$ cat src/shared/usr_cfg.svh
// register map, field positions and reset values of the synchronous usart
`ifndef USR_CFG_SVH
`define USR_CFG_SVH

`define USR_ADDR_RCSTA   3'h0
`define USR_ADDR_RCBUF   3'h1
`define USR_ADDR_TXSTA   3'h2
`define USR_ADDR_BAUDCON 3'h3
`define USR_ADDR_BRGH    3'h4
`define USR_ADDR_BRGL    3'h5
`define USR_ADDR_TXBUF   3'h6
`define USR_ADDR_INTCTL  3'h7

`define USR_RC_SERIAL_PORT_ENABLE  7
`define USR_RC_RX9   6
`define USR_RC_SINGLE_WORD_RECEIVE_ENABLE  5
`define USR_RC_CONTINUOUS_RECEIVE_ENABLE  4
`define USR_RC_FRAMING_ERROR_FLAG  2
`define USR_RC_OVERRUN_ERROR_FLAG  1
`define USR_RC_RECEIVED_NINTH_BIT  0

`define USR_TX_CLOCK_SOURCE_SELECT  7
`define USR_TX_TX9   6
`define USR_TX_TRANSMIT_ENABLE_BIT  5
`define USR_TX_SYNC  4
`define USR_TX_BRGH  2
`define USR_TX_SHIFT_REGISTER_EMPTY  1
`define USR_TX_TRANSMIT_NINTH_BIT  0

`define USR_BC_CLOCK_IDLE_POLARITY 4
`define USR_BC_WIDE_DIVISOR_SELECT 3

`define USR_IC_RCIE  0
`define USR_IC_TXIE  1
`define USR_IC_RCIF  4
`define USR_IC_TXIF  5

`define USR_TXIF_RST 1'b1
`define USR_LEN8     4'h8
`define USR_LEN9     4'h9

`endif

$ cat src/shared/usr_pkg.sv
// types of the synchronous usart
package usr_pkg;

  typedef struct packed {
    logic       wr;
    logic       rd;
    logic [2:0] addr;
    logic [7:0] wdata;
  } usr_bus_t;

  typedef struct packed {
    logic ck_o;
    logic ck_oe;
    logic dt_o;
    logic dt_oe;
  } usr_pin_out_t;

  typedef struct packed {
    logic [1:0] s1;
    logic [1:0] s2;
    logic [1:0] s3;
    logic [1:0] filt;
  } usr_sync_t;

  typedef struct packed {
    logic serial_port_enable, rx9, single_word_receive_enable, continuous_receive_enable, overrun_error_flag, received_ninth_bit;
    logic clock_source_select, tx9, transmit_enable_bit, sync, brgh, transmit_ninth_bit;
    logic clock_idle_polarity, wide_divisor_select, rcie, txie;
    logic [7:0]  div_hi;
    logic [7:0]  div_lo;
    logic [7:0]  rcbuf;
    logic        rcif;
    logic [7:0]  txbuf;
    logic        txbuf_full;
    logic        txif;
    logic [8:0]  transmit_shift_register;
    logic        tsr_full;
    logic [3:0]  tx_cnt;
    logic [8:0]  receive_shift_register;
    logic [3:0]  rx_cnt;
    logic [15:0] baud_cnt;
    logic        ck_prev;
    logic [7:0]  rdata;
    usr_pin_out_t pins;
    logic        rx_irq;
    logic        tx_irq;
    logic        wake;
  } usr_state_t;

endpackage

$ cat src/logic/usr_sync.sv
// three-stage synchroniser with agreement filter for clock and data pins
`timescale 1ns/100ps
`default_nettype none
module usr_sync (
  input  wire logic       clk,
  input  wire logic       srst,
  input  wire logic [1:0] din,
  output logic      [1:0] dout
);
  usr_pkg::usr_sync_t s_r;
  usr_pkg::usr_sync_t s_nxt;

  always_comb begin
    s_nxt    = s_r;
    s_nxt.s1 = din;
    s_nxt.s2 = s_r.s1;
    s_nxt.s3 = s_r.s2;
    // per bit, accept a level only once stages two and three agree
    for (int i = 0; i < 2; i++) begin
      if (s_r.s2[i] == s_r.s3[i]) begin
        s_nxt.filt[i] = s_r.s3[i];
      end
    end
  end

  always_ff @(posedge clk) begin
    if (srst) begin
      s_r <= '0;
    end else begin
      s_r <= s_nxt;
    end
  end

  assign dout = s_r.filt;
endmodule // usr_sync
`default_nettype wire

$ cat src/logic/usr_top.sv
// synchronous usart: master/slave receive, master/slave transmit, register port
//
// The placing of the registers and strobed register access were left to the implementer.
`timescale 1ns/100ps
`default_nettype none
`include "usr_cfg.svh"
module usr_top (
  input  wire logic                 clk,
  input  wire logic                 srst,
  input  wire usr_pkg::usr_bus_t    bus,
  output logic                [7:0] rdata,
  input  wire logic                 low_power,
  input  wire logic                 ck_i,
  input  wire logic                 dt_i,
  output usr_pkg::usr_pin_out_t     pins,
  output logic                      rx_irq,
  output logic                      tx_irq,
  output logic                      wake
);
  usr_pkg::usr_state_t s_r;
  usr_pkg::usr_state_t s_nxt;

  logic [1:0]  pin_f;
  logic        ck_f;
  logic        dt_f;
  logic        master;
  logic        slave;
  logic        rx_mode;
  logic        rx_run;
  logic        tx_run;
  logic        clk_run;
  logic        tick;
  logic        fall;
  logic        rx_done;
  logic        rx_free;
  logic        tx_load;
  logic        rc_set;
  logic        tx_set;
  logic        wr_rcsta;
  logic        wr_txbuf;
  logic        rd_rcbuf;
  logic [3:0]  rx_len;
  logic [3:0]  tx_len;
  logic [15:0] baud_term;
  logic [8:0]  rsr_v;

  usr_sync u_sync (
    .clk  (clk),
    .srst (srst),
    .din  ({dt_i, ck_i}),
    .dout (pin_f)
  );
  assign ck_f = pin_f[0];
  assign dt_f = pin_f[1];

  always_comb begin
    s_nxt      = s_r;
    s_nxt.wake = 1'b0;
    rsr_v      = s_r.receive_shift_register;
    wr_rcsta   = bus.wr && (bus.addr == `USR_ADDR_RCSTA);
    wr_txbuf   = bus.wr && (bus.addr == `USR_ADDR_TXBUF);
    rd_rcbuf   = bus.rd && (bus.addr == `USR_ADDR_RCBUF);
    master     = s_r.serial_port_enable && s_r.sync && s_r.clock_source_select;
    slave      = s_r.serial_port_enable && s_r.sync && !s_r.clock_source_select;
    // receive enables, single ignored in slave
    rx_mode    = s_r.serial_port_enable && s_r.sync &&
                 (s_r.continuous_receive_enable || (s_r.single_word_receive_enable && s_r.clock_source_select));
    rx_run     = rx_mode && !s_r.overrun_error_flag;
    tx_run     = s_r.serial_port_enable && s_r.sync && s_r.transmit_enable_bit && !rx_mode;
    rx_len     = s_r.rx9 ? `USR_LEN9 : `USR_LEN8;
    tx_len     = s_r.tx9 ? `USR_LEN9 : `USR_LEN8;
    baud_term  = s_r.wide_divisor_select ? {s_r.div_hi, s_r.div_lo}
                           : {8'h00, s_r.div_lo};

    // master clock stops with the core in low power
    clk_run = master && !low_power &&
              (rx_run || s_r.tsr_full || (s_r.pins.ck_o != s_r.clock_idle_polarity));
    tick = clk_run && (s_r.baud_cnt == baud_term);
    if (!clk_run) begin
      s_nxt.baud_cnt = 16'h0000;
      if (!master) begin
        // idle level of the clock line
        s_nxt.pins.ck_o = s_r.clock_idle_polarity;
      end
    end else if (tick) begin
      s_nxt.baud_cnt  = 16'h0000;
      s_nxt.pins.ck_o = ~s_r.pins.ck_o;
    end else begin
      s_nxt.baud_cnt = s_r.baud_cnt + 16'h0001;
    end
    s_nxt.pins.ck_oe = master;
    s_nxt.ck_prev    = ck_f;
    // shifting happens on falling edges only
    fall = master ? (tick && s_r.pins.ck_o)
                  : (slave && s_r.ck_prev && !ck_f);

    // software writes to control state
    if (wr_rcsta) begin
      s_nxt.serial_port_enable = bus.wdata[`USR_RC_SERIAL_PORT_ENABLE];
      s_nxt.rx9  = bus.wdata[`USR_RC_RX9];
      s_nxt.single_word_receive_enable = bus.wdata[`USR_RC_SINGLE_WORD_RECEIVE_ENABLE];
      s_nxt.continuous_receive_enable = bus.wdata[`USR_RC_CONTINUOUS_RECEIVE_ENABLE];
      // dropping the continuous enable clears the error
      if (s_r.continuous_receive_enable && !bus.wdata[`USR_RC_CONTINUOUS_RECEIVE_ENABLE]) begin
        s_nxt.overrun_error_flag = 1'b0;
      end
    end
    if (bus.wr && (bus.addr == `USR_ADDR_TXSTA)) begin
      s_nxt.clock_source_select = bus.wdata[`USR_TX_CLOCK_SOURCE_SELECT];
      s_nxt.tx9  = bus.wdata[`USR_TX_TX9];
      s_nxt.transmit_enable_bit = bus.wdata[`USR_TX_TRANSMIT_ENABLE_BIT];
      s_nxt.sync = bus.wdata[`USR_TX_SYNC];
      s_nxt.brgh = bus.wdata[`USR_TX_BRGH];
      s_nxt.transmit_ninth_bit = bus.wdata[`USR_TX_TRANSMIT_NINTH_BIT];
    end
    if (bus.wr && (bus.addr == `USR_ADDR_BAUDCON)) begin
      s_nxt.clock_idle_polarity = bus.wdata[`USR_BC_CLOCK_IDLE_POLARITY];
      s_nxt.wide_divisor_select = bus.wdata[`USR_BC_WIDE_DIVISOR_SELECT];
    end
    if (bus.wr && (bus.addr == `USR_ADDR_BRGH)) begin
      s_nxt.div_hi = bus.wdata;
    end
    if (bus.wr && (bus.addr == `USR_ADDR_BRGL)) begin
      s_nxt.div_lo = bus.wdata;
    end
    if (bus.wr && (bus.addr == `USR_ADDR_INTCTL)) begin
      s_nxt.rcie = bus.wdata[`USR_IC_RCIE];
      s_nxt.txie = bus.wdata[`USR_IC_TXIE];
    end
    // reading the data byte frees the buffer
    if (rd_rcbuf) begin
      s_nxt.rcif = 1'b0;
    end

    // receive engine
    rx_done = 1'b0;
    rx_free = !s_r.rcif || rd_rcbuf;
    rc_set  = 1'b0;
    if (!rx_run) begin
      s_nxt.rx_cnt = 4'h0;
    end else if (fall) begin
      rsr_v[s_r.rx_cnt] = dt_f;
      s_nxt.receive_shift_register         = rsr_v;
      s_nxt.rx_cnt      = s_r.rx_cnt + 4'h1;
      if ((s_r.rx_cnt + 4'h1) == rx_len) begin
        rx_done      = 1'b1;
        s_nxt.rx_cnt = 4'h0;
        if (rx_free) begin
          // word moves to buffer, ninth bit kept
          s_nxt.rcbuf = rsr_v[7:0];
          s_nxt.received_ninth_bit  = s_r.rx9 && rsr_v[8];
          // set wins over a read in the same cycle
          s_nxt.rcif  = 1'b1;
          rc_set      = 1'b1;
        end else begin
          // unread word still held: new one is dropped
          s_nxt.overrun_error_flag = 1'b1;
        end
        // single word clears itself, continuous keeps on
        if (!s_r.continuous_receive_enable) begin
          s_nxt.single_word_receive_enable = 1'b0;
        end
      end
    end

    // transmit engine
    tx_load = 1'b0;
    tx_set  = 1'b0;
    if (!(s_r.serial_port_enable && s_r.sync && s_r.transmit_enable_bit)) begin
      s_nxt.tsr_full = 1'b0;
      s_nxt.tx_cnt   = 4'h0;
    end else if (tx_run && !s_r.tsr_full && s_r.txbuf_full) begin
      // buffer moves to shifter, flag sets
      tx_load          = 1'b1;
      s_nxt.transmit_shift_register        = {s_r.tx9 && s_r.transmit_ninth_bit, s_r.txbuf};
      s_nxt.tsr_full   = 1'b1;
      s_nxt.tx_cnt     = 4'h0;
      s_nxt.txbuf_full = 1'b0;
      s_nxt.txif       = 1'b1;
      s_nxt.pins.dt_o  = s_r.txbuf[0];
      tx_set           = 1'b1;
    end else if (tx_run && s_r.tsr_full && fall) begin
      // same shifting in master and slave
      s_nxt.tx_cnt = s_r.tx_cnt + 4'h1;
      if ((s_r.tx_cnt + 4'h1) == tx_len) begin
        s_nxt.tsr_full = 1'b0;
        s_nxt.tx_cnt   = 4'h0;
      end else begin
        s_nxt.pins.dt_o = s_r.transmit_shift_register[s_r.tx_cnt + 4'h1];
      end
    end
    s_nxt.pins.dt_oe = tx_run;
    // a write refills the buffer and clears the flag
    if (wr_txbuf) begin
      s_nxt.txbuf      = bus.wdata;
      s_nxt.txbuf_full = 1'b1;
      s_nxt.txif       = 1'b0;
    end

    s_nxt.rx_irq = s_nxt.rcif && s_nxt.rcie;
    s_nxt.tx_irq = s_nxt.txif && s_nxt.txie;
    // flag events with their interrupt enabled during low power wake the system
    s_nxt.wake = low_power &&
                 ((rc_set && s_r.rcie) || (tx_set && s_r.txie));

    // read port, one cycle after the strobe
    s_nxt.rdata = 8'h00;
    if (bus.rd) begin
      unique case (bus.addr)
        `USR_ADDR_RCSTA: begin
          s_nxt.rdata[`USR_RC_SERIAL_PORT_ENABLE] = s_r.serial_port_enable;
          s_nxt.rdata[`USR_RC_RX9]  = s_r.rx9;
          s_nxt.rdata[`USR_RC_SINGLE_WORD_RECEIVE_ENABLE] = s_r.single_word_receive_enable;
          s_nxt.rdata[`USR_RC_CONTINUOUS_RECEIVE_ENABLE] = s_r.continuous_receive_enable;
          s_nxt.rdata[`USR_RC_OVERRUN_ERROR_FLAG] = s_r.overrun_error_flag;
          s_nxt.rdata[`USR_RC_RECEIVED_NINTH_BIT] = s_r.received_ninth_bit;
        end
        `USR_ADDR_RCBUF: begin
          s_nxt.rdata = s_r.rcbuf;
        end
        `USR_ADDR_TXSTA: begin
          s_nxt.rdata[`USR_TX_CLOCK_SOURCE_SELECT] = s_r.clock_source_select;
          s_nxt.rdata[`USR_TX_TX9]  = s_r.tx9;
          s_nxt.rdata[`USR_TX_TRANSMIT_ENABLE_BIT] = s_r.transmit_enable_bit;
          s_nxt.rdata[`USR_TX_SYNC] = s_r.sync;
          s_nxt.rdata[`USR_TX_BRGH] = s_r.brgh;
          s_nxt.rdata[`USR_TX_SHIFT_REGISTER_EMPTY] = !s_r.tsr_full;
          s_nxt.rdata[`USR_TX_TRANSMIT_NINTH_BIT] = s_r.transmit_ninth_bit;
        end
        `USR_ADDR_BAUDCON: begin
          s_nxt.rdata[`USR_BC_CLOCK_IDLE_POLARITY] = s_r.clock_idle_polarity;
          s_nxt.rdata[`USR_BC_WIDE_DIVISOR_SELECT] = s_r.wide_divisor_select;
        end
        `USR_ADDR_BRGH: begin
          s_nxt.rdata = s_r.div_hi;
        end
        `USR_ADDR_BRGL: begin
          s_nxt.rdata = s_r.div_lo;
        end
        `USR_ADDR_TXBUF: begin
          s_nxt.rdata = s_r.txbuf;
        end
        `USR_ADDR_INTCTL: begin
          s_nxt.rdata[`USR_IC_RCIE] = s_r.rcie;
          s_nxt.rdata[`USR_IC_TXIE] = s_r.txie;
          s_nxt.rdata[`USR_IC_RCIF] = s_r.rcif;
          s_nxt.rdata[`USR_IC_TXIF] = s_r.txif;
        end
      endcase
    end
  end

  always_ff @(posedge clk) begin
    if (srst) begin
      s_r      <= '0;
      s_r.txif <= `USR_TXIF_RST;
    end else begin
      s_r <= s_nxt;
    end
  end

  assign rdata  = s_r.rdata;
  assign pins   = s_r.pins;
  assign rx_irq = s_r.rx_irq;
  assign tx_irq = s_r.tx_irq;
  assign wake   = s_r.wake;
endmodule // usr_top
`default_nettype wire

$ cat config.mk
export PLATFORM = sky130hd
export DESIGN_NAME = usr_top
export DESIGN_NICKNAME = d
export VERILOG_FILES = /design/src/shared/usr_pkg.sv /design/src/logic/usr_sync.sv /design/src/logic/usr_top.sv
export VERILOG_INCLUDE_DIRS = /design/src /design/src/shared
export SDC_FILE = /design/constraint.sdc
export NUM_CORES = 1
export LEC_CHECK = 0
export BUFFER_PORTS_ARGS = -buffer_cell sky130_fd_sc_hd__buf_2
export CAP_MARGIN = 20
export CORE_ASPECT_RATIO = 1.25
export CORE_MARGIN = 4
export CORE_UTILIZATION = 55
export CTS_CLUSTER_DIAMETER = 30
export DETAILED_ROUTE_END_ITERATION = 7
export GPL_TIMING_DRIVEN = 0
export PLACE_DENSITY_LB_ADDON = 0.2
export SYNTH_ARGS = -nofsm -noshare
export SYNTH_HDL_FRONTEND = slang
export SYNTH_SLANG_ARGS = --single-unit
$ cat constraint.sdc
create_clock -name clk -period 1.9 [get_ports clk]
set_clock_uncertainty 0.05 [all_clocks]
set_input_delay 0.285 -clock clk [delete_from_list [all_inputs] [get_ports clk]]
set_output_delay 0.285 -clock clk [all_outputs]
set_load 0.05 [all_outputs]
Word-level counts from Yosys, hierarchy flattened
Index checks and enable logic that the tools add are counted.
{ "word_totals": {"regBits": 118, "in_bits": 18, "out_inout_bits": 15, "elab_cells": 186} }
{ "classes": {"add_sub_neg": 3, "magnitude_cmp": 3, "eq_ne": 16, "muxes": 51, "n_bitwise": 5, "reduce_logical": 65} }
{ "op_table": {"columns": ["operator", "count"], "rows": [
  ["$logic_and A1 B1 Y1", 35],
  ["$mux W1", 29],
  ["$mux W11", 2],
  ["$add A16 B1 Y16 const B", 1],
  ["$eq A16 B16 Y1", 1],
  ["$mux W16", 1],
  ["$mux W5", 3],
  ["$pmux W2 S7", 1],
  ["$eq A3 B3 Y1 const B", 4],
  ["$pmux W2 S6", 1],
  ["$lt A4 B5 Y1 const B", 2],
  ["$mux W2", 5],
  ["$pmux W1 S5", 2],
  ["$reduce_and A2 Y1", 5],
  ["$bwmux W9", 1],
  ["$add A4 B1 Y4 const B", 2],
  ["$eq A4 B4 Y1", 2],
  ["$logic_not A1 Y1", 8],
  ["$pmux W1 S8", 1],
  ["$reduce_bool A2 Y1", 4],
  ["$pmux W1 S7", 1],
  ["$eq A3 B2 Y1 const B", 2],
  ["$reduce_or A2 Y1", 3],
  ["$reduce_or A3 Y1", 2],
  ["other kinds (15)", 25]
]} }

Longest topological paths before layout
{ "logic_depth": {"depth_word": 15, "ltp_mapped": 8, "ltp_nobuf": 7} }

Cells and area by module
Synthesis repeated with hierarchy kept, for this count alone.
{ "unflattened": {"hier_cells": 679, "hier_area_um2": 5800.6} }
{ "by_module_without_submodules": {"columns": ["mod", "instances", "cells_per_inst", "area_each_um2", "seq_area_each_um2"], "rows": [
  ["usr_top", 1, 657, 5557.8, 2202.1],
  ["usr_sync", 1, 22, 242.7, 160.2]
]} }

Worst setup path after synthesis
Ideal clock, no wire load.
{ "synth_timing": {"kind": "reg-to-reg", "start": "reg s_r[32] (netlist name)", "end": "reg s_r[70] (netlist name)", "setup_ns": 0.136, "arrival_time_ns": 1.879, "required_ns": 1.714, "setup_slack_ns": -0.165, "path_stages_with_launch": 8, "synth_period_minus_slack_ns": 2.065, "path_cell_list": "dfxtp_1 -> inv_1 -> ha_1 -> or3_1 -> a21o_1 -> clkbuf_1 -> a2111oi_0 -> a211oi_1"} }
{ "synth_between": {"elab_chain_cells": 5} }
{ "synth_rtl": {"columns": ["element", "line", "rtl"], "rows": [
  ["start: declaration", "usr_top.sv:20", "usr_pkg::usr_state_t s_r;"],
  ["start signal: assignment", "usr_top.sv:258", "s_r <= s_nxt;"],
  ["$lt A4 B5 Y1 (implied by the code) or $ge A4 B1 Y1 (tied branches)", "usr_top.sv:142", "rsr_v[s_r.rx_cnt] = dt_f;"],
  ["$logic_and A1 B1 Y1 (implied by the code)", "usr_top.sv:142", null],
  ["$mux W1 (implied by the code)", "usr_top.sv:142", null],
  ["$demux W1 S4", "usr_top.sv:142", null],
  ["$bwmux W9", "usr_top.sv:142", null]
]} }
Parallel ways exist; a longest one is shown, timed or not.
A chain may end at the register's enable or synchronous reset.

Worst setup path after layout
{ "layout_timing": {"start": "reg s_r[88] (netlist name)", "end": "reg s_r[45] (netlist name)"} }
{ "layout_between": {"elab_chain_cells": 6} }
{ "layout_rtl": {"columns": ["element", "line", "rtl"], "rows": [
  ["$mux W16", "usr_top.sv:72", "baud_term = s_r.wide_divisor_select ? {s_r.div_hi, s_r.div_lo}"],
  ["$eq A16 B16 Y1", "usr_top.sv:78", "tick = clk_run && (s_r.baud_cnt == baud_term);"],
  ["$logic_and A1 B1 Y1", "usr_top.sv:78", null],
  ["$logic_and A1 B1 Y1", "usr_top.sv:94", "fall = master ? (tick && s_r.pins.ck_o)"],
  ["$mux W1", "usr_top.sv:94", null],
  ["$logic_and A1 B1 Y1", "usr_top.sv:182", "end else if (tx_run && s_r.tsr_full && fall) begin"]
]} }
No other way between the ends.

==> impl_metrics.ini <==
[power]
power_w = 0.00620
p_sw_w = 0.00142
power_density_nw_per_um2 = 800
power_frac_seq_pct = 40.8
p_int_w = 0.00478
power.share.switching_pct = 22.9
vdd_drop_max_mv = 0.651
pwr-share-clk_pct = 53.8
leakage_nw = 2.68
p_comb_share_pct = 5.5

[route]
routed_wl_um = 18100
drt_first_pass_iters = 5
routedWlPerCell_um = 20.0
drt_iter0_drc = 423
via_per_inst = 6.14
antenna_left = 0
vias = 5553
drcViolationCount = 0

[setup_path]
crit_chain = o21ai_0, a2bb2oi_2, a22oi_2, buf_4, buf_6, buf_6, nand4_1, buf_6, a211o_1, a21oi_1
crit_slowest_cell = o21ai_0
critical_path_class = flip-flop to flip-flop
slowest_delay_ps = 390
cp_common_cell = buf_6
start_kind = flip-flop
critPathCaptureType = flip-flop
cp.arrival_ps = 2610
critPathMaxFanout = 5
required_ps = 2190

[grt]
gr-total-overflow = 0
grt_antenna_before_repair = 0
grt_pass1_wl_um = 27100
track_usage_pct = 28.7
grt_pass1_vias = 5409
grt_max_degree = 17

[sta]
finalSetupTns_ps = -11430
rsz0062_at_grt = true
period_needed_ps = 2320
setup_viol = 50
whs_ps = 32.4
worst_pin_slew_ps = 982
finalHoldViolCount = 0
max_freq_mhz = 430
finalCritPeriodShare_pct = 122
fin_ws_ps = -424
relSlewSlack_pct = 34.0
slew_violations = 0

[job]
cap_violations = 0

[placement]
hpwl_um = 11700
dp.cells = 835
dp_worst_setup_slack_ps = -479
gp_congestion = 0.966
port_buffers = 31

[layout]
final_common_cell = nand2_1
fin_cells = 904
antenna_cells = 0
final_cell_mix = nand2_1, dfxtp_1, nor2_1
fin_nets = 786
filler_cell_count = 692
syn2layout_area_growth_pct = 34.3
drive_gt1_share_pct = 33.4

[clock_tree]
clk_latency_ps = 420
htreeDepth = 4
cts_tree = built
ctsHoldBuffers = 0
clk_pin_slew_ps = 60
cts_buffer_depth = 2
clock_sink_count = 118
cts_buffers = 17
root_buffer = clkbuf_16

[synth]
yosysUniqueCellTypes = 59
ys_seq_area_share_pct = 41.0
syn_inst = 675
yosysWarningCount = 0
synth_edf_count = 0
synth_flop_cell = dfxtp_1
synth_fp_nets = 699
ys_seq_elements = 118
postSynthAreaPerCell_um2 = 8.55
async_flop_share_pct = 0
synth_area_um2 = 5770

[floorplan]
die_area_um2 = 12200
die_h_um = 122
core_area_um2 = 10200
start_util_pct = 56.8
num_rows = 41
die_w_um = 99.6
io_pins = 33

[min_path]
hold_path.class = input port to flip-flop

[run_status]
run_status = finished with violations
violations = setup timing
[layout make-up]
class,instances,area [um^2],area share (%)
Multi-Input combinational cell,496,3670,47.3
Sequential cell,118,2430,31.4
Timing Repair Buffer,70,509,6.57
Clock buffer,20,468,6.04
Buffer,43,298,3.84
Tap cell,129,161,2.08
Clock inverter,12,150,1.94
Inverter,16,62.6,0.807
[synth_stat cells, types with 8 or more instances]
master | count | area share (%)
a2111oi_0 | 8 | 1.2
a211oi_1 | 15 | 2.0
a21oi_1 | 60 | 5.2
a22oi_1 | 8 | 1.0
buf_4 | 13 | 1.7
clkbuf_1 | 22 | 1.4
dfxtp_1 | 118 | 41
inv_1 | 15 | 0.98
mux2_2 | 12 | 2.3
mux2i_1 | 33 | 5.7
nand2_1 | 117 | 7.6
nand3_1 | 26 | 2.3
nand4_1 | 9 | 0.98
nor2_1 | 62 | 4.0
nor2b_1 | 13 | 1.4
nor3_1 | 12 | 1.0
o21ai_0 | 12 | 1.0
xnor2_1 | 23 | 3.5
xor2_1 | 11 | 1.7
[power by group through the flow]
stage	clock, W	combinational, W	sequential, W
after detailed placement	0	0.000288	0.00259
after CTS	0.00333	0.000311	0.00253
after global placement	0	0.000282	0.00259
after global routing	0.00347	0.000359	0.00253
after floorplan	0	0.000192	0.00258
final	0.00333	0.000339	0.00253
[what timing repair did]
item	CTS	global route
endpoints found under the setup margin	50	65
buffers inserted	19	18
gates cloned	3	1
pin swaps	17	29
gates resized for setup	71	80
[metrics by stage]
step	cell area, um^2	utilization [%]
2_1_floorplan	5940	-
3_3_place_gp	6250	61.6
3_5_place_dp	6250	61.6
4_1_cts	7340	72.2
5_1_grt	7750	76.3
6_report	7750	76.3
[final timing paths]
kind	start	endpoint	cells after the start	slack [ps]
worst min-delay path	dt_i	u_sync.s_nxt[5]$_SDFF_PP0_	2	30
worst min register to register	u_sync.s_nxt[4]$_SDFF_PP0_	u_sync.s_nxt[2]$_SDFF_PP0_	1	400
worst max register to register	s_r[88]$_SDFFE_PP0P_	s_r[45]$_SDFFE_PP0P_	10	-420
worst max-delay path	s_r[88]$_SDFFE_PP0P_	s_r[45]$_SDFFE_PP0P_	10	-420
[critical path: cells and delay by family, from the launching register on]
| kind | cells | cell delay, ps |
|---|---|---|
| buffers and inverters | 4 | 510 |
| AND/OR/NAND/NOR | 1 | 90 |
| AO/OA/AOI/OAI | 5 | 1220 |
| flip-flops | 1 | 370 |
[registers in the layout (all words and copies together) (netlist names)]
register / count
pins: 4
rdata: 8
rx_irq: 1
s_r: 95
tx_irq: 1
u_sync.dout: 2
u_sync.s_nxt: 4
u_sync.s_r: 2
wake: 1
[cell families (layout without fill, tap and decap cells)]
logic type / count (synthesis) / count (layout) / synth area share [%]
flip-flops: 118 / 118 / 41.0
multiplexers: 52 / 52 / 10.8
XOR/XNOR: 34 / 34 / 5.16
adder cells (fa/ha/maj): 6 / 6 / 1.30
AO/OA/AOI/OAI: 134 / 134 / 15.1
AND/OR/NAND/NOR: 270 / 270 / 21.7
buffers and inverters: 61 / 161 / 5.03
[routing by layer]
layer	GRT usage, %	vias up	part of all wire (%)
met4	14.8	0	5.3
met2	47.9	290	49
met1	35.3	2638	38
li1	-	2546	-
met3	5.46	79	7.7
met5	0	-	0
Power figures use the tool's default switching activity.
